`src/dft_engine_pkg.sv`:
```
package dft_engine_pkg;

    // ------------------------------------------------------------
    // register map
    // ------------------------------------------------------------
    localparam logic [7:0] REAL_HI_ADDR = 8'h94;
    localparam logic [7:0] REAL_LO_ADDR = 8'h95;
    localparam logic [7:0] IMAG_HI_ADDR = 8'h96;
    localparam logic [7:0] IMAG_LO_ADDR = 8'h97;
    localparam logic [7:0] STATUS_ADDR = 8'h8F;
    localparam int DONE_BIT = 2;
    localparam logic [7:0] UNMAPPED_DATA = 8'h00;
    localparam logic [15:0] RESULT_RESET = 16'h0000;

    // ------------------------------------------------------------
    // widths and counts
    // ------------------------------------------------------------
    localparam int ADC_W = 12;
    localparam int VEC_W = 12;
    localparam int RES_W = 16;
    localparam int ACC_W = 37;
    localparam int RES_LSB = 21;
    localparam int BUF_W = ADC_W + 2 * VEC_W;
    localparam int BUF_DEPTH = 2;
    localparam logic [9:0] LAST_INDEX = 10'h3FF;
    localparam logic signed [13:0] ADC_MIDSCALE = 14'sh0800;
    localparam logic signed [15:0] HIGH_GAIN = 16'sh0005;

    // ------------------------------------------------------------
    // timing
    // ------------------------------------------------------------
    localparam int CLK_HZ = 20_000_000;
    localparam int SAMPLE_RATE_SPS = 250_000;
    localparam int SAMPLE_PERIOD_CYC = CLK_HZ / SAMPLE_RATE_SPS;
    localparam logic [6:0] PACE_LAST = 7'(SAMPLE_PERIOD_CYC - 1);

    // ------------------------------------------------------------
    // state types
    // ------------------------------------------------------------
    typedef enum logic [1:0] {
        ST_IDLE = 2'b00,
        ST_MEAS = 2'b01,
        ST_DONE = 2'b10
    } eng_state_e;

    typedef struct packed {
        eng_state_e st;
        logic [9:0] cnt;
        logic signed [ACC_W-1:0] accRe;
        logic signed [ACC_W-1:0] accIm;
        logic [RES_W-1:0] realRes;
        logic [RES_W-1:0] imagRes;
        logic point_done_flag;
        logic [6:0] paceCnt;
        logic convStart;
        logic [7:0] rdData;
    } eng_s;

    typedef struct packed {
        logic [BUF_DEPTH-1:0][BUF_W-1:0] mem;
        logic wrPtr;
        logic rdPtr;
        logic [1:0] count;
        logic inRdy;
        logic outVld;
    } buf_s;

endpackage : dft_engine_pkg

```
`src/dft_impedance_result_engine.sv`:
```
`timescale 1ns/10ps
module dft_impedance_result_engine (
    input wire logic clk,
    input wire logic rst_n,
    input wire logic ce,
    input wire logic startPoint,
    input wire logic receive_gain_select_bit,
    input wire logic adcValid,
    output logic adcReady,
    input wire logic [dft_engine_pkg::ADC_W-1:0] adcData,
    input wire logic signed [dft_engine_pkg::VEC_W-1:0] vecCos,
    input wire logic signed [dft_engine_pkg::VEC_W-1:0] vecSin,
    output logic convStart,
    input wire logic [7:0] regAddr,
    output logic [7:0] regRdData,
    output logic pointDone
);

    dft_engine_pkg::eng_s r_reg;
    dft_engine_pkg::eng_s r_next;
    logic bufValid;
    logic bufReady;
    logic [dft_engine_pkg::BUF_W-1:0] bufData;
    logic pop;
    logic complete;
    logic signed [13:0] centered;
    logic signed [15:0] gained;
    logic signed [27:0] prodRe;
    logic signed [27:0] prodIm;
    logic signed [dft_engine_pkg::ACC_W-1:0] accReNext;
    logic signed [dft_engine_pkg::ACC_W-1:0] accImNext;

    // ------------------------------------------------------------
    // register read decode
    // ------------------------------------------------------------
    function automatic logic [7:0] read_byte(
        input logic [7:0] addr,
        input logic [15:0] re,
        input logic [15:0] im,
        input logic done
    );
        logic [7:0] d;
        d = dft_engine_pkg::UNMAPPED_DATA;
        case (addr)
            dft_engine_pkg::REAL_HI_ADDR: d = re[15:8];
            dft_engine_pkg::REAL_LO_ADDR: d = re[7:0];
            dft_engine_pkg::IMAG_HI_ADDR: d = im[15:8];
            dft_engine_pkg::IMAG_LO_ADDR: d = im[7:0];
            dft_engine_pkg::STATUS_ADDR: d[dft_engine_pkg::DONE_BIT] = done;
            default: d = dft_engine_pkg::UNMAPPED_DATA;
        endcase
        return d;
    endfunction : read_byte

    // ------------------------------------------------------------
    // sample buffer
    // ------------------------------------------------------------
    sample_buffer u_buf (
        .clk(clk),
        .rst_n(rst_n),
        .ce(ce),
        .inValid(adcValid),
        .inReady(adcReady),
        .inData({adcData, vecCos, vecSin}),
        .outValid(bufValid),
        .outReady(bufReady),
        .outData(bufData)
    );

    assign bufReady = (r_reg.st == dft_engine_pkg::ST_MEAS);

    // ------------------------------------------------------------
    // datapath
    // ------------------------------------------------------------
    always_comb begin
        centered = $signed({2'b00, bufData[35:24]})
            - dft_engine_pkg::ADC_MIDSCALE;
        if (receive_gain_select_bit) begin
            gained = 16'(centered) * dft_engine_pkg::HIGH_GAIN;
        end else begin
            gained = 16'(centered);
        end
        prodRe = 28'(gained) * 28'($signed(bufData[23:12]));
        prodIm = 28'(gained) * 28'($signed(bufData[11:0]));
        accReNext = r_reg.accRe + 37'(prodRe);
        accImNext = r_reg.accIm - 37'(prodIm);
    end

    assign pop = bufValid && bufReady;
    assign complete = pop && (r_reg.cnt == dft_engine_pkg::LAST_INDEX);

    // ------------------------------------------------------------
    // control
    // ------------------------------------------------------------
    always_comb begin
        r_next = r_reg;
        r_next.convStart = 1'b0;
        case (r_reg.st)
            dft_engine_pkg::ST_IDLE: begin
                r_next.st = dft_engine_pkg::ST_IDLE;
            end
            dft_engine_pkg::ST_MEAS: begin
                if (r_reg.paceCnt == dft_engine_pkg::PACE_LAST) begin
                    r_next.paceCnt = 7'd0;
                    r_next.convStart = 1'b1;
                end else begin
                    r_next.paceCnt = r_reg.paceCnt + 7'd1;
                end
                if (pop) begin
                    r_next.accRe = accReNext;
                    r_next.accIm = accImNext;
                    r_next.cnt = r_reg.cnt + 10'd1;
                end
                if (complete) begin
                    r_next.realRes = accReNext[36:21];
                    r_next.imagRes = accImNext[36:21];
                    r_next.point_done_flag = 1'b1;
                    r_next.st = dft_engine_pkg::ST_DONE;
                end
            end
            dft_engine_pkg::ST_DONE: begin
                r_next.st = dft_engine_pkg::ST_DONE;
            end
            default: begin
                r_next.st = dft_engine_pkg::ST_IDLE;
            end
        endcase
        if (startPoint) begin
            r_next.st = dft_engine_pkg::ST_MEAS;
            r_next.cnt = 10'd0;
            r_next.accRe = '0;
            r_next.accIm = '0;
            r_next.paceCnt = 7'd0;
            if (!complete) begin
                r_next.point_done_flag = 1'b0;
            end
        end
        r_next.rdData = read_byte(regAddr, r_reg.realRes,
            r_reg.imagRes, r_reg.point_done_flag);
    end

    always_ff @(posedge clk) begin
        if (!rst_n) begin
            r_reg <= '0;
            r_reg.realRes <= dft_engine_pkg::RESULT_RESET;
            r_reg.imagRes <= dft_engine_pkg::RESULT_RESET;
        end else if (ce) begin
            r_reg <= r_next;
        end
    end

    assign convStart = r_reg.convStart;
    assign regRdData = r_reg.rdData;
    assign pointDone = r_reg.point_done_flag;
endmodule : dft_impedance_result_engine

```
`src/sample_buffer.sv`:
```
`timescale 1ns/10ps
module sample_buffer (
    input wire logic clk,
    input wire logic rst_n,
    input wire logic ce,
    input wire logic inValid,
    output logic inReady,
    input wire logic [dft_engine_pkg::BUF_W-1:0] inData,
    output logic outValid,
    input wire logic outReady,
    output logic [dft_engine_pkg::BUF_W-1:0] outData
);

    dft_engine_pkg::buf_s b_reg;
    dft_engine_pkg::buf_s b_next;
    logic push;
    logic pop;
    logic [1:0] level;

    // ------------------------------------------------------------
    // two-entry ring
    // ------------------------------------------------------------
    always_comb begin
        b_next = b_reg;
        push = inValid && b_reg.inRdy;
        pop = b_reg.outVld && outReady;
        if (push) begin
            b_next.mem[b_reg.wrPtr] = inData;
            b_next.wrPtr = ~b_reg.wrPtr;
        end
        if (pop) begin
            b_next.rdPtr = ~b_reg.rdPtr;
        end
        level = b_reg.count + {1'b0, push} - {1'b0, pop};
        b_next.count = level;
        b_next.inRdy = (level != 2'(dft_engine_pkg::BUF_DEPTH));
        b_next.outVld = (level != 2'd0);
    end

    always_ff @(posedge clk) begin
        if (!rst_n) begin
            b_reg <= '0;
            b_reg.inRdy <= 1'b1;
        end else if (ce) begin
            b_reg <= b_next;
        end
    end

    assign inReady = b_reg.inRdy;
    assign outValid = b_reg.outVld;
    assign outData = b_reg.mem[b_reg.rdPtr];
endmodule : sample_buffer
```
`config.mk`:
```
export PLATFORM = sky130hd
export DESIGN_NAME = dft_impedance_result_engine
export DESIGN_NICKNAME = d
export VERILOG_FILES = /design/src/dft_engine_pkg.sv /design/src/dft_impedance_result_engine.sv /design/src/sample_buffer.sv
export SDC_FILE = /design/constraint.sdc
export NUM_CORES = 2
export LEC_CHECK = 0
export BUFFER_PORTS_ARGS = -buffer_cell sky130_fd_sc_hd__buf_4
export CAP_MARGIN = 20
export CORE_MARGIN = 2
export CORE_UTILIZATION = 50
export DETAILED_ROUTE_END_ITERATION = 7
export MAX_ROUTING_LAYER = met4
export PLACE_DENSITY = 0.72
export SKIP_LAST_GASP = 1
export SLEW_MARGIN = 10
export SYNTH_ARGS = -nofsm -noshare
export SYNTH_HDL_FRONTEND = slang
export SYNTH_HIERARCHICAL = 1
export SYNTH_SLANG_ARGS = --single-unit
```
`constraint.sdc`:
```
create_clock -name clk -period 20.6 [get_ports clk]
set_clock_uncertainty 0.05 [all_clocks]
set_input_delay 1.03 -clock clk [delete_from_list [all_inputs] [get_ports clk]]
set_output_delay 1.03 -clock clk [all_outputs]
set_load 0.01 [all_outputs]
```
==> results by group <==
Outcome
  • Status: finished, final reports clean

Timing
  • RSZ-0062 raised after global routing: no
  • Setup TNS: 0 ps
  • Final Max Slew Viols: 0
  • Final period utilization: 50.9%
  • Final hold slack: 404 ps
  • Final Hold Vio Count: 0
  • Relative slew margins: 28.4%
  • Endpoints failing setup: 0
  • Worst slew pin tran: 1070 ps
  • Tmin final: 10490 ps
  • Fmax: 95.3 MHz

Pwr
  • Worst vdd ir: 0.191 mV
  • PwrDens: 106 nW/µm²
  • Leakage: 0.0136 µW

Routing
  • First-pass iteration count of the detailed router: 5
  • DR WL/cell: 17.3 µm
  • # DRC: 0
  • Via count: 21900
  • WL final: 67900 µm
  • Via-per-instance ratio: 5.55
  • DRT antenna net count: 0
  • Drt initial violations: 1642

Critical path
  • Critical Path RT: 20990 ps
  • Arrival time at the worst endpoint: 10880 ps
  • Reg2reg start: u_buf/b_reg[4]
  • R2r endpoint: r_reg[83]
  • Reg2reg path depth: 32
  • CP startpoint kind: register
  • Critical path origin: u_buf/b_reg[4]
  • Peak fanout along the critical path: 37
  • Nature of the critical path endpoint: register
  • Worst setup path endpoint: r_reg[83]
  • Cell repeated most along the worst path: fa_1
  • Kind of critical path: register to register
  • Flop2flop setup slack: 10110 ps
  • Slowest CP cell: dfxtp_2
  • Crit-path max cell delay: 910 ps

Finish
  • Most frequent cells in the layout: inv_1 (559), fa_1 (441), nand2_1 (354), ha_1 (215), dfxtp_1 (212)
  • FILL cells: 5090
  • Fin area: 30000 µm²
  • Fin nets: 3866
  • Final Core Density: 53.6%
  • Area occupied by registers: 4270 µm²
  • Commonest non-fill, non-tap cell in the layout: inv_1
  • Layout area overhead: 6.49%
  • Diodes inserted: 0
  • Multi-input logic area: 21100 µm²
  • Max FFs per register: 125
  • Share of layout cells above drive strength 1: 6.89%

Global routing
  • Gr usage total: 24.9%
  • Global-route wire length before repair: 113000 µm
  • Pin count of the biggest net entering global routing: 96
  • Global route total overflow: 0
  • Antenna violations before repair: 0
  • Vias in the first global route: 22000

Clocking
  • Worst-skew pair later-pin latency: 560 ps
  • CTS buffer count: 26
  • Resize count post-CTS: 0
  • Reg clk slew, reported paths: 70 ps
  • Clock root buffer: clkbuf_16
  • CTS tree: yes
  • Clock sinks: 213
  • Maximum clock path buffer count: 3
  • Post-CTS Setup Bufs: 0
  • CTS H-tree lvls: 1
  • Quantity of hold-fixing buffers added after cts: 0

Place
  • Number of buffers added on ports: 60
  • Gp weighted congestion: 0.881
  • Placed Area: 29000 µm²
  • Hpwl dp: 51000 µm

Floorplan
  • Starting Density: 50.3%
  • Core footprint: 56100 µm²
  • Die area: 58300 µm²
  • # rows: 87
  • Die height: 241 µm
  • Die width: 241 µm
  • # IOs: 61

Synthesis
  • Ranking of synthesized cells by area: fa_1 (31%), dfxtp_1 (15%), ha_1 (9.5%)
  • #FFs+latches synth: 213
  • Post-synthesis cell count: 3218
  • Synth warn: 6
  • Synth area leader: fa_1
  • Mapped cell area: 28200 µm²
  • Most used DFF post-synth: dfxtp_1
  • Unique masters post-synth: 92
  • Post-synth EDFFs: 0
  • Area share of the largest cell type after synthesis: 31.3%
  • Ys async rst share: 0%
  • Synth Area per Inst: 8.76 µm²
  • Seq/Total Area, Yosys: 15.1%
  • Syn_nets: 3924

Job
  • Maxcap violations: 0

Worst hold path
  • Min-delay worst type: register to register
-- synthesized netlist by cell type, drive strengths merged, types with 41 or more instances --
| cell | number |
|---|---|
| a21o | 42 |
| a21oi | 111 |
| and2 | 169 |
| buf | 44 |
| clkbuf | 125 |
| dfxtp | 213 |
| fa | 441 |
| ha | 215 |
| inv | 560 |
| mux2 | 41 |
| nand2 | 354 |
| nand3 | 162 |
| nor2 | 129 |
| o21ai | 160 |
| xnor2 | 54 |
-- cell type report --
class                           count  share of cell area, %
Multi-Input combinational cell   2276                   70.3
Tap cell                          756                   3.15
Clock inverter                     11                  0.596
Clock buffer                       37                   2.58
Inverter                          560                   7.00
Sequential cell                   213                   14.2
Timing Repair Buffer               83                   2.16
-- through the flow --
stage | power, µW | setup slack (ps) | instances
after global placement | 2610 | 10390 | 3886
after detailed placement | 2630 | 10210 | 3886
after floorplan | 2150 | 11420 | 3218
after CTS | 3170 | 10140 | 3934
final | 3180 | 10110 | 3936
after global routing | 3480 | 9480 | 3936
-- metal layers --
metal | routed length, µm | share of wire, % | GRT usage [%]
met5 | 0 | 0 | -
met4 | 1610 | 2.4 | 5.65
met3 | 4700 | 6.9 | 3.30
met2 | 32000 | 47 | 39.8
met1 | 29600 | 44 | 33.8
-- worst min path at each step --
stage	depth (start not counted)	slack, ps	to	from
finish	2	400	r_reg[50]	r_reg[50]
global placement	2	390	r_reg[109]	r_reg[109]
floorplan	2	380	r_reg[106]	r_reg[106]
detailed placement	2	390	r_reg[63]	r_reg[63]
global route	2	430	u_buf/b_reg[20]	u_buf/b_reg[20]
CTS	2	400	r_reg[50]	r_reg[50]
-- critical path, delay by kind of cell, from the launching register on --
family	cells	cell delay, ps
DFF	1	910
muxes	1	720
AOI/OAI and AO/OA	9	2430
xor gates and xnor gates	1	160
adders and majority gates	10	4440
buffers and inverters	6	660
and+or+nand+nor	5	950
-- where the power goes --
part           internal, µW  switching [µW]
clock                   313             200
sequential              421            6.11
combinational           847            1390
-- logic make-up after synthesis --
| family | synth area share, % |
|---|---|
| and+or+nand+nor | 16.4 |
| buffers and inverters | 10.1 |
| adders and majority gates | 40.9 |
| AOI/OAI and AO/OA | 12.1 |
| DFF | 15.1 |
| xor gates and xnor gates | 2.94 |
| muxes | 2.52 |
Note: power is estimated with default switching activity, not from simulation.
